<file path="src/hw/rwd_pkg.sv">
/*
 * constants, field layout and types shared by the runaway watchdog.
 * assumes a single 125 MHz system clock and an axi4-lite register bus.
 */
package rwd_pkg;

   // ****************************************************************
   // bus geometry and register map
   // ****************************************************************
   localparam int          ADDR_W      = 8;       // byte address width
   localparam int          DATA_W      = 32;      // bus data width
   localparam logic [7:0]  ADDR_MODE   = 8'h00;   // watchdog_mode, rw
   localparam logic [7:0]  ADDR_CMD    = 8'h04;   // watchdog_command, wo
   localparam logic [7:0]  ADDR_STAT   = 8'h08;   // sticky events, w1c
   localparam logic [7:0]  ADDR_MASK   = 8'h0C;   // event mask
   localparam logic [7:0]  ADDR_COUNT  = 8'h10;   // counter readback, ro

   // ****************************************************************
   // watchdog_mode field positions and reset value
   // ****************************************************************
   localparam int          MODE_EN     = 7;       // wd_enable_bit
   localparam int          MODE_SEL_HI = 6;       // detect_period_sel msb
   localparam int          MODE_SEL_LO = 5;       // detect_period_sel lsb
   localparam int          MODE_I2RUN  = 3;       // light_idle_mode_run_bit
   localparam int          MODE_RSTCON = 2;       // reset_connect_bit
   localparam logic [7:0]  MODE_RESET  = 8'h80;   // enabled, period 00
   localparam logic [7:0]  MODE_MASK   = 8'hEC;   // implemented bits

   // ****************************************************************
   // command codes
   // ****************************************************************
   localparam logic [7:0]  CODE_CLEAR   = 8'h4E;  // clear the counter
   localparam logic [7:0]  CODE_DISABLE = 8'hB1;  // second step of disable

   // ****************************************************************
   // status bits, counter and forced reset timing
   // ****************************************************************
   localparam int          STAT_W       = 2;      // event count
   localparam int          STAT_RUNAWAY = 0;      // period elapsed
   localparam int          STAT_RESET   = 1;      // chip reset forced
   localparam logic [1:0]  STAT_RESET_V = 2'h0;   // status reset value
   localparam logic [1:0]  MASK_RESET_V = 2'h0;   // mask reset value
   localparam int          CNT_W        = 22;     // binary counter stages
   localparam int          TAP_BASE     = 16;     // 2^15 io clocks = 2^16 sys
   localparam int          RST_MIN_CYC  = 44;     // shortest forced reset
   localparam int          RST_MAX_CYC  = 58;     // longest forced reset
   localparam logic [5:0]  RST_CYC      = 6'd51;  // length actually used

   // forced reset sequencer states, gray along hold -> idle
   typedef enum logic [0:0] {
      RWD_RST_IDLE = 1'b0,
      RWD_RST_HOLD = 1'b1
   } rwd_rst_state_t;

endpackage

</file>
<file path="src/hw/rwd_runaway_watchdog_timer.sv">
/*
 * runaway watchdog timer: 22-stage counter, four detection taps,
 * non-maskable runaway pulse, optional forced chip reset, two-step
 * disable, axi4-lite register slave and a masked event interrupt.
 * assumes the low-power mode and bus-release inputs come from logic
 * on ref_clk, and that the chip reset request is used by a reset
 * controller elsewhere; this block never drives the reset pin itself.
 */
// Implementation choices: register access over AXI4-Lite and the placing of the registers.
//
// Contract
// - elapsed period raises non-maskable runaway interrupt
// - reset connection forces internal reset, pin untouched
// - 22-stage counter on sysclock, four taps
// - counting starts right after reset release
// - deep idle or stop clears, halts counter
// - counter keeps running during bus release
// - light idle follows light_idle_mode run bit
// - forced reset lasts 44 to 58 cycles
// - period select resets to 00
// - enable bit resets to one
// - disable needs enable cleared then B1H
// - setting enable bit alone re-enables
// - reset connection resets to zero
// - code 4EH clears counter, counting resumes
`timescale 1ns/1ps
module rwd_runaway_watchdog_timer
   import rwd_pkg::*;
(
   input  wire logic                    ref_clk,
   input  wire logic                    rst_n,
   input  wire logic [rwd_pkg::ADDR_W-1:0] s_axi_awaddr,
   input  wire logic                    s_axi_awvalid,
   output logic                         s_axi_awready,
   input  wire logic [rwd_pkg::DATA_W-1:0] s_axi_wdata,
   input  wire logic [3:0]              s_axi_wstrb,
   input  wire logic                    s_axi_wvalid,
   output logic                         s_axi_wready,
   output logic [1:0]                   s_axi_bresp,
   output logic                         s_axi_bvalid,
   input  wire logic                    s_axi_bready,
   input  wire logic [rwd_pkg::ADDR_W-1:0] s_axi_araddr,
   input  wire logic                    s_axi_arvalid,
   output logic                         s_axi_arready,
   output logic [rwd_pkg::DATA_W-1:0]   s_axi_rdata,
   output logic [1:0]                   s_axi_rresp,
   output logic                         s_axi_rvalid,
   input  wire logic                    s_axi_rready,
   input  wire logic                    deepIdleMode,
   input  wire logic                    stopMode,
   input  wire logic                    lightIdleMode,
   input  wire logic                    busReleaseAck_n,
   output logic                         runawayInterrupt,
   output logic                         chipResetReq,
   output logic                         irq
);
   import rwd_pkg::*;

   // ****************************************************************
   // decode helpers
   // ****************************************************************

   // mask of counter bits below the selected tap
   function automatic logic [CNT_W-1:0] tapMask(input logic [1:0] sel);
      logic [CNT_W-1:0] m;
      m = '0;
      unique case (sel)
         2'h0: m = CNT_W'((23'h1 << TAP_BASE) - 23'h1);
         2'h1: m = CNT_W'((23'h1 << (TAP_BASE + 2)) - 23'h1);
         2'h2: m = CNT_W'((23'h1 << (TAP_BASE + 4)) - 23'h1);
         2'h3: m = CNT_W'((23'h1 << (TAP_BASE + 6)) - 23'h1);
      endcase
      return m;
   endfunction

   // the tap fires on the cycle all bits below it are ones
   function automatic logic tapHit(input logic [CNT_W-1:0] c, input logic [1:0] sel);
      return (c & tapMask(sel)) == tapMask(sel);
   endfunction

   // ****************************************************************
   // state
   // ****************************************************************
   logic [7:0]        mode_q;        // watchdog_mode contents
   logic              disabled_q;    // two-step disable has taken effect
   logic [CNT_W-1:0]  count_q;       // binary counter
   logic              nmi_q;         // runaway pulse register
   logic [STAT_W-1:0] status_q;      // sticky events
   logic [STAT_W-1:0] mask_q;        // event mask
   rwd_rst_state_t    rstState_q;    // forced reset sequencer
   logic [5:0]        rstCnt_q;      // cycles left in forced reset
   logic              awHeld_q;      // write address captured
   logic [ADDR_W-1:0] awAddr_q;      // captured write address
   logic              wHeld_q;       // write data captured
   logic [7:0]        wByte_q;       // low byte of write data
   logic              wLane0_q;      // low byte lane enabled
   logic              bvalid_q;      // write response pending
   logic [1:0]        bresp_q;       // write response code
   logic              rvalid_q;      // read data pending
   logic [DATA_W-1:0] rdata_q;       // read data
   logic [1:0]        rresp_q;       // read response code

   logic              wrFire;        // both write halves present
   logic              wrMode;        // mode byte written
   logic              wrCmd;         // command byte written
   logic              wrStat;        // status w1c written
   logic              wrMask;        // mask written
   logic              wrMapped;      // address is a writable register
   logic              halted;        // deep idle or stop
   logic              running;       // counter advances this cycle
   logic              expire;        // selected period elapsed
   logic [1:0]        periodSel;     // detect_period_sel
   logic [STAT_W-1:0] evSet;         // events raised this cycle

   // ****************************************************************
   // axi4-lite write channel
   // ****************************************************************
   // one write in flight: address and data are held until both are in,
   // then applied and answered; no new halves until bready drains it
   assign s_axi_awready = !awHeld_q && !bvalid_q;
   assign s_axi_wready  = !wHeld_q && !bvalid_q;
   assign s_axi_bvalid  = bvalid_q;
   assign s_axi_bresp   = bresp_q;
   assign wrFire        = awHeld_q && wHeld_q && !bvalid_q;
   assign wrMapped      = (awAddr_q == ADDR_MODE) || (awAddr_q == ADDR_CMD) ||
                          (awAddr_q == ADDR_STAT) || (awAddr_q == ADDR_MASK);
   // writable registers are one byte wide, so only lane 0 carries a write
   assign wrMode        = wrFire && wLane0_q && (awAddr_q == ADDR_MODE);
   assign wrCmd         = wrFire && wLane0_q && (awAddr_q == ADDR_CMD);
   assign wrStat        = wrFire && wLane0_q && (awAddr_q == ADDR_STAT);
   assign wrMask        = wrFire && wLane0_q && (awAddr_q == ADDR_MASK);

   // capture the two write halves in either order
   always_ff @(posedge ref_clk or negedge rst_n) begin
      if (!rst_n) begin
         awHeld_q <= 1'b0;
         awAddr_q <= '0;
         wHeld_q  <= 1'b0;
         wByte_q  <= 8'h00;
         wLane0_q <= 1'b0;
      end else if (wrFire) begin
         awHeld_q <= 1'b0;
         wHeld_q  <= 1'b0;
      end else begin
         if (s_axi_awvalid && s_axi_awready) begin
            awHeld_q <= 1'b1;
            awAddr_q <= s_axi_awaddr;
         end
         if (s_axi_wvalid && s_axi_wready) begin
            wHeld_q  <= 1'b1;
            wByte_q  <= s_axi_wdata[7:0];
            wLane0_q <= s_axi_wstrb[0];
         end
      end
   end

   // write response; count readback and holes answer slverr
   always_ff @(posedge ref_clk or negedge rst_n) begin
      if (!rst_n) begin
         bvalid_q <= 1'b0;
         bresp_q  <= 2'h0;
      end else if (wrFire) begin
         bvalid_q <= 1'b1;
         bresp_q  <= wrMapped ? 2'h0 : 2'h2;
      end else if (s_axi_bready) begin
         bvalid_q <= 1'b0;
      end
   end

   // ****************************************************************
   // axi4-lite read channel
   // ****************************************************************
   assign s_axi_arready = !rvalid_q;
   assign s_axi_rvalid  = rvalid_q;
   assign s_axi_rdata   = rdata_q;
   assign s_axi_rresp   = rresp_q;

   // read data is latched when the address is taken, answered next edge
   always_ff @(posedge ref_clk or negedge rst_n) begin
      if (!rst_n) begin
         rvalid_q <= 1'b0;
         rdata_q  <= '0;
         rresp_q  <= 2'h0;
      end else if (s_axi_arvalid && !rvalid_q) begin
         rvalid_q <= 1'b1;
         rresp_q  <= 2'h0;
         unique case (s_axi_araddr)
            ADDR_MODE:  rdata_q <= {24'h0, mode_q};
            ADDR_CMD:   rdata_q <= '0;    // command is write-only
            ADDR_STAT:  rdata_q <= {30'h0, status_q};
            ADDR_MASK:  rdata_q <= {30'h0, mask_q};
            ADDR_COUNT: rdata_q <= {10'h0, count_q};
            default: begin                // unmapped: zero and slverr
               rdata_q <= '0;
               rresp_q <= 2'h2;
            end
         endcase
      end else if (s_axi_rready) begin
         rvalid_q <= 1'b0;
      end
   end

   // ****************************************************************
   // mode register and two-step disable
   // ****************************************************************
   // reset value gives period 00, enabled, no reset connection
   always_ff @(posedge ref_clk or negedge rst_n) begin
      if (!rst_n) begin
         mode_q <= MODE_RESET;
      end else if (wrMode) begin
         mode_q <= wByte_q & MODE_MASK;
      end
   end

   // a runaway that clears the enable bit alone cannot stop the timer:
   // only the disable code, written while the bit is low, does
   always_ff @(posedge ref_clk or negedge rst_n) begin
      if (!rst_n) begin
         disabled_q <= 1'b0;
      end else if (wrMode && wByte_q[MODE_EN]) begin
         disabled_q <= 1'b0;
      end else if (wrCmd && wByte_q == CODE_DISABLE && !mode_q[MODE_EN]) begin
         disabled_q <= 1'b1;
      end
   end

   // ****************************************************************
   // counter
   // ****************************************************************
   assign periodSel = mode_q[MODE_SEL_HI:MODE_SEL_LO];
   assign halted    = deepIdleMode || stopMode;
   // bus release is deliberately absent from this term
   assign running   = !disabled_q && !halted &&
                      !(lightIdleMode && !mode_q[MODE_I2RUN]) &&
                      (rstState_q == RWD_RST_IDLE);
   assign expire    = running && tapHit(count_q, periodSel);

   // free counter from reset release; cleared by the clear code,
   // halted modes, disable, and while a forced reset is held
   always_ff @(posedge ref_clk or negedge rst_n) begin
      if (!rst_n) begin
         count_q <= '0;
      end else if (halted || disabled_q || rstState_q == RWD_RST_HOLD) begin
         count_q <= '0;
      end else if (wrCmd && wByte_q == CODE_CLEAR) begin
         count_q <= '0;
      end else if (running) begin
         count_q <= count_q + 22'h1;
      end
   end

   // ****************************************************************
   // runaway pulse and forced reset
   // ****************************************************************
   // the runaway pulse bypasses the mask: it is non-maskable
   always_ff @(posedge ref_clk or negedge rst_n) begin
      if (!rst_n) begin
         nmi_q <= 1'b0;
      end else begin
         nmi_q <= expire;
      end
   end
   assign runawayInterrupt = nmi_q;

   // holds the internal reset request for a fixed count of cycles
   always_ff @(posedge ref_clk or negedge rst_n) begin
      if (!rst_n) begin
         rstState_q <= RWD_RST_IDLE;
         rstCnt_q   <= 6'h0;
      end else begin
         unique case (rstState_q)
            RWD_RST_IDLE: begin
               if (expire && mode_q[MODE_RSTCON]) begin
                  rstState_q <= RWD_RST_HOLD;
                  rstCnt_q   <= RST_CYC - 6'h1;
               end
            end
            RWD_RST_HOLD: begin
               if (rstCnt_q == 6'h0) begin
                  rstState_q <= RWD_RST_IDLE;
               end else begin
                  rstCnt_q <= rstCnt_q - 6'h1;
               end
            end
         endcase
      end
   end
   assign chipResetReq = (rstState_q == RWD_RST_HOLD);

   // ****************************************************************
   // event status, mask and interrupt
   // ****************************************************************
   assign evSet = {expire && mode_q[MODE_RSTCON], expire};

   // write one to clear; an event in the same cycle wins over the clear
   always_ff @(posedge ref_clk or negedge rst_n) begin
      if (!rst_n) begin
         status_q <= STAT_RESET_V;
      end else begin
         status_q <= (status_q & ~(wrStat ? wByte_q[STAT_W-1:0] : 2'h0)) | evSet;
      end
   end

   // mask gates status onto the level interrupt
   always_ff @(posedge ref_clk or negedge rst_n) begin
      if (!rst_n) begin
         mask_q <= MASK_RESET_V;
      end else if (wrMask) begin
         mask_q <= wByte_q[STAT_W-1:0];
      end
   end
   assign irq = |(status_q & mask_q);
endmodule

</file>
<file path="config.mk">
export PLATFORM = sky130hd
export DESIGN_NAME = rwd_runaway_watchdog_timer
export DESIGN_NICKNAME = d
export VERILOG_FILES = /design/src/hw/rwd_pkg.sv /design/src/hw/rwd_runaway_watchdog_timer.sv
export SDC_FILE = /design/constraint.sdc
export NUM_CORES = 1
export LEC_CHECK = 0
export BUFFER_PORTS_ARGS = -buffer_cell sky130_fd_sc_hd__buf_2
export CAP_MARGIN = 40
export CORE_ASPECT_RATIO = 0.6
export CORE_UTILIZATION = 47
export CTS_CLUSTER_DIAMETER = 120
export CTS_CLUSTER_SIZE = 24
export DETAILED_ROUTE_END_ITERATION = 8
export PLACE_DENSITY_LB_ADDON = 0.1
export SYNTH_ARGS = -nofsm -noshare
export SYNTH_HDL_FRONTEND = slang
export SYNTH_SLANG_ARGS = --single-unit
</file>
<file path="constraint.sdc">
create_clock -name ref_clk -period 1.94 [get_ports ref_clk]
set_clock_uncertainty 0.1 [all_clocks]
set_input_delay 0.582 -clock ref_clk [delete_from_list [all_inputs] [get_ports ref_clk]]
set_output_delay 0.582 -clock ref_clk [all_outputs]
set_load 0.05 [all_outputs]
</file>
# After elaboration in Yosys (flattened, before gate mapping)
# Cells that the tools add are included.
[totals]
output_inout_bits = 44
word_cells = 118
reg_bits = 97
in_bits = 63
[classes]
eq_ne = 15
reduce_logical = 52
bitwise_logic = 7
add_sub_neg = 2
mux = 24
[ops]
columns = ["op", "n"]
rows = [
  ["$pmux W22 S4", 2],
  ["$mux W22", 3],
  ["$eq A8 B4 Y1 const B", 4],
  ["$add A22 B1 Y22 const B", 1],
  ["$and A22 B22 Y22", 1],
  ["$eq A22 B22 Y1", 1],
  ["$logic_and A1 B1 Y1", 22],
  ["$eq A8 B3 Y1 const B", 2],
  ["$logic_not A8 Y1", 2],
  ["$mux W1", 12],
  ["$mux W6", 2],
  ["$pmux W6 S2", 1],
  ["$reduce_bool A2 Y1", 5],
  ["$logic_not A1 Y1", 9],
  ["$eq A8 B5 Y1 const B", 1],
  ["$eq A8 B7 Y1 const B", 1],
  ["$eq A8 B8 Y1 const B", 1],
  ["$logic_not A6 Y1", 1],
  ["$logic_or A1 B1 Y1", 6],
  ["$mux W2", 3],
  ["$reduce_and A2 Y1", 3],
  ["$sub A6 B1 Y6 const B", 1],
  ["$reduce_or A5 Y1", 1],
  ["$and A2 B2 Y2", 2],
  ["other kinds (10)", 13],
]

# Depth between registers and ports, before layout
[logic_depth]
word_depth = 9
ltp_mapped = 7
ltp_nobuf = 7

# Least setup slack after synthesis
# No wires, ideal clock.
[synth_path]
path_type = "register to register"
from = "reg bvalid_q (netlist: s_axi_bvalid)"
to = "reg wByte_q[0]"
arrival_ns = 2.225
period_less_slack_ns = 2.450
t_required_ns = 1.715
setup_slack_ns = -0.510
setup_ns = 0.125
path_stages_with_launch = 5
path_cell_list = "dfrtp_1 nor2_1 and2_1 clkbuf_1 mux2_2"
[synth_via]
elab_chain_len = 4
elab_cells_between_ends = 6
classes_between = "bitwise: 1; reduce/logical: 5"
[synth_lines]
columns = ["item", "line", "text"]
rows = [
  ["start: declaration", "rwd_runaway_watchdog_timer.sv:97", "logic bvalid_q;"],
  ["start signal: assignment", "rwd_runaway_watchdog_timer.sv:160", "bvalid_q <= 1'b0;"],
  ["start signal: assignment", "rwd_runaway_watchdog_timer.sv:163", "bvalid_q <= 1'b1;"],
  ["start signal: assignment", "rwd_runaway_watchdog_timer.sv:166", "bvalid_q <= 1'b0;"],
  ["$logic_not A1 Y1", "rwd_runaway_watchdog_timer.sv:121", "assign s_axi_wready = !wHeld_q && !bvalid_q;"],
  ["$logic_and A1 B1 Y1", "rwd_runaway_watchdog_timer.sv:121", ""],
  ["via s_axi_wready", "rwd_runaway_watchdog_timer.sv:38", "output logic s_axi_wready,"],
  ["$logic_and A1 B1 Y1", "rwd_runaway_watchdog_timer.sv:149", "if (s_axi_wvalid && s_axi_wready) begin"],
  ["$reduce_and A2 Y1 (no line)", "-", ""],
  ["end signal: assignment", "rwd_runaway_watchdog_timer.sv:151", "wByte_q <= s_axi_wdata[7:0];"],
  ["end: declaration", "rwd_runaway_watchdog_timer.sv:95", "logic [7:0] wByte_q;"],
]
# The timed path passes the listed nets, and every way through them passes these cells.
# A chain may end at the register's enable or synchronous reset.

# Worst setup path after layout
[layout_path]
from = "reg rstState_q (netlist: chipResetReq)"
to = "reg rstCnt_q[3]"
[layout_via]
elab_chain_len = 6
elab_cells_between_ends = 8
classes_between = "eq/ne: 2; mux: 1; bitwise: 1; reduce/logical: 4"
[layout_lines]
columns = ["item", "line", "text"]
rows = [
  ["start: declaration", "rwd_runaway_watchdog_timer.sv:90", "rwd_rst_state_t rstState_q;"],
  ["start signal: assignment", "rwd_runaway_watchdog_timer.sv:268", "rstState_q <= RWD_RST_IDLE;"],
  ["start signal: assignment", "rwd_runaway_watchdog_timer.sv:274", "rstState_q <= RWD_RST_HOLD;"],
  ["start signal: assignment", "rwd_runaway_watchdog_timer.sv:280", "rstState_q <= RWD_RST_IDLE;"],
  ["$not A1 Y1", "-", ""],
  ["$logic_and A1 B1 Y1", "rwd_runaway_watchdog_timer.sv:234", "!(lightIdleMode && !mode_q[MODE_I2RUN]) &&"],
  ["$logic_and A1 B1 Y1", "rwd_runaway_watchdog_timer.sv:236", "assign expire = running && tapHit(count_q, periodSel);"],
  ["$logic_and A1 B1 Y1", "rwd_runaway_watchdog_timer.sv:273", "if (expire && mode_q[MODE_RSTCON]) begin"],
  ["$ne A2 B2 Y1 (no line)", "-", ""],
  ["$reduce_and A2 Y1 (no line)", "-", ""],
  ["end signal: assignment", "rwd_runaway_watchdog_timer.sv:275", "rstCnt_q <= RST_CYC - 6'h1;"],
  ["end signal: assignment", "rwd_runaway_watchdog_timer.sv:282", "rstCnt_q <= rstCnt_q - 6'h1;"],
  ["end: declaration", "rwd_runaway_watchdog_timer.sv:91", "logic [5:0] rstCnt_q;"],
]
# Several ways; a longest one is shown, not always the timed one.

==> flow_summary.ini <==
[hold_path]
hold_path_class = in2async

[pwr]
ir_drop_v = 0.0006232
p_per_area_nw_per_um2 = 992.1
p_leak_nw = 2.320

[grt]
busiest_layer = met1
grt_max_degree = 35
track_usage = 0.2138
grt_pass1_wl_um = 14190
grt_pass1_vias = 2846
met2_usage = 0.3072
grt_overflow_total = 0
antenna_found_initial = 0
grtUsageMet1 = 0.3183
grt_use_met3 = 0.05781

[layout]
nNetsFinal = 551
synthToLayoutAreaGrowth_pct = 28.32
drive_gt1_frac = 0.3551
fillers = 676
antenna_cells = 0
stdcell_count = 598

[cts]
clockBufferDepth = 2
path_clk_slew_ns = 0.06
cts_buffers = 9
clock-root-buffer = clkbuf_16
insertion_delay_ns = 0.33
cts_tree = yes
htreeDepth = 3
clock-sinks = 85
hold_buffers = 0

[floorplan]
ioPinCount = 107
die_w_um = 120.6
fp.dieH_um = 73.17
core-area_um2 = 8039
die-area_um2 = 8825
start_util = 0.4935
fp-row-count = 25

[timing]
hold_viol_final = 0
final.period_utilization = 0.9790
max_freq_mhz = 526.5
period_minus_slack_ns = 1.899
tns_ns = 0
worst_slack_ns = 0.04079
drv_slew = 0
finalSetupViolations = 0
hold-worst-slack_ns = 0.05171
rsz0062_at_grt = true

[synthesis]
syn_area_per_cell_um2 = 10.58
synthCells = 375
yosysWarningCount = 0
synthFlopType = dfrtp_1
synth_seq_cells = 85
yosysUniqueCellTypes = 48
yosys-top-cells-count = dfrtp_1 (84), nand2_1 (51), nor2_1 (37), mux2_2 (27), o21ai_0 (24)
synth_area_leaders = dfrtp_1 (53%), mux2_2 (7.7%), nand2_1 (4.8%)
synth_most_common_cell = dfrtp_1
async_reset_ff_frac = 1.000
synth_top_cell_area_share = 0.5298
syn-cell-area_um2 = 3968
ys_seq_area_frac = 0.5364
yosys.area.top_type = dfrtp_1
synth-edff-count = 0

[setup_path]
critPathMaxFanout = 3
critPathBufInv = 0
cp_slowest_stage_delay_ns = 0.51
cp_data_arrival_time_ns = 2.03
worstPathRequired_ns = 2.07
cp_slowest_cell = or4_4
critical_path_class = reg2reg
cp_cell_sequence = or4_4, a2111oi_4, nand4_4, and2_4, o41ai_2
crit_path_end_kind = register
crit_family = simple AND/OR/NAND/NOR gates
worstSetupStartpointType = register

[placement]
pre_cts_slack_ns = -0.3040
place_congestion = 0.7964
hpwlAfterDp_um = 6559
io_buffers = 66
place_inst = 582

[drt]
antenna_left = 0
avgRoutedWirePerCell_um = 14.37
firstDrtPassIters = 5
vias = 3031
drt-total-wl_um = 8593
drt-vias-per-instance = 5.069
drtIter0Drc = 127
drcViolationCount = 0

[status]
run_status = complete, no violations

[flow_run]
maxCapViolCount = 0
[state kept, by name, summed over array words and instances (netlist names)]
| name | flops |
|---|---|
| wLane0_q | 1 |
| s_axi_rresp | 1 |
| awAddr_q | 8 |
| mode_q | 5 |
| wHeld_q | 1 |
| status_q | 2 |
| disabled_q | 1 |
| runawayInterrupt | 1 |
| s_axi_rvalid | 1 |
| awHeld_q | 1 |
| s_axi_bvalid | 1 |
| mask_q | 2 |
| count_q | 22 |
| rstCnt_q | 6 |
| s_axi_rdata | 22 |
| chipResetReq | 1 |
| s_axi_bresp | 1 |
| wByte_q | 8 |
[layout make-up]
| class | count | area [um2] | share of cell area |
|---|---|---|---|
| multi-input combinational | 264 | 1734 | 0.3406 |
| clock buffer | 14 | 274.0 | 0.05382 |
| sequential | 85 | 2131 | 0.4185 |
| clock inverter | 1 | 30.03 | 0.005898 |
| tap | 108 | 135.1 | 0.02654 |
| inverter | 14 | 52.55 | 0.01032 |
| timing repair buffer | 112 | 734.5 | 0.1443 |
[path summary, 6_finish.rpt]
path	startpoint	endpoint	slack, ns	cells past startpoint
max	chipResetReq	rstCnt_q[3]	0.04	5
min	rst_n	s_axi_rdata[10]	0.05	1
max reg2reg	chipResetReq	rstCnt_q[3]	0.04	5
min reg2reg	s_axi_rdata[10]	s_axi_rdata[10]	0.37	2
max in group asynchronous	rst_n	mode_q[7]	1.18	2
min in group ref_clk	s_axi_bready	s_axi_bvalid	0.32	2
[power breakdown]
part | internal, mW | switching [mW] | total, mW
combinational | 0.492 | 0.582 | 1.07
sequential | 2.03 | 0.231 | 2.26
clock | 1.10 | 0.620 | 1.72
[through the flow]
step | utilization | instance area (um2) | total power, mW
floorplan | - | 4025 | 2.947
CTS | 0.6257 | 5030 | 5.059
global placement | 0.5871 | 4720 | 3.297
finish | 0.6333 | 5091 | 5.051
global route | 0.6333 | 5091 | 5.280
detailed placement | 0.5871 | 4720 | 3.324
[metal layers]
layer / share of wire / up-vias
met4: 0.0099 / 0
li1: - / 1503
met1: 0.53 / 1455
met3: 0.038 / 6
met5: 0 / -
met2: 0.42 / 67
[cells by family (layout without fill, tap and decap cells)]
family,count (synthesis),after routing,synth area share
other,1,12,0.0009452
adder cells (fa/ha/maj),2,2,0.006306
AO/OA/AOI/OAI,49,49,0.08484
XOR/XNOR,22,22,0.04856
flip-flops,85,85,0.5364
multiplexers,32,32,0.08925
AND/OR/NAND/NOR,147,147,0.1801
buffers and inverters,37,141,0.05361
[cells in the final DEF (no fill, tap or decap), types with 4 or more instances in the layout]
cell type,synthesis,routed
nor3_1,12,11
nor2_1,37,36
nor4_1,5,4
dfrtp_1,84,82
mux2i_1,5,5
nand4_1,8,8
buf_4,12,42
xor2_1,6,6
mux2_4,0,5
clkbuf_16,0,9
nand2_1,51,51
buf_2,0,64
conb_1,1,12
buf_12,0,4
xnor2_1,16,16
o21ai_0,24,23
a21oi_1,5,5
mux2_2,27,22
inv_1,14,12
nand3_1,12,11
[what timing repair did]
action                                  in CTS  in global routing
gates resized for setup                      1                 16
pin swaps                                    0                  1
hold endpoints to repair                     0                  0
endpoints found under the setup margin      17                 37
setup buffers                                0                  1
(Power assumes the default switching activity.)
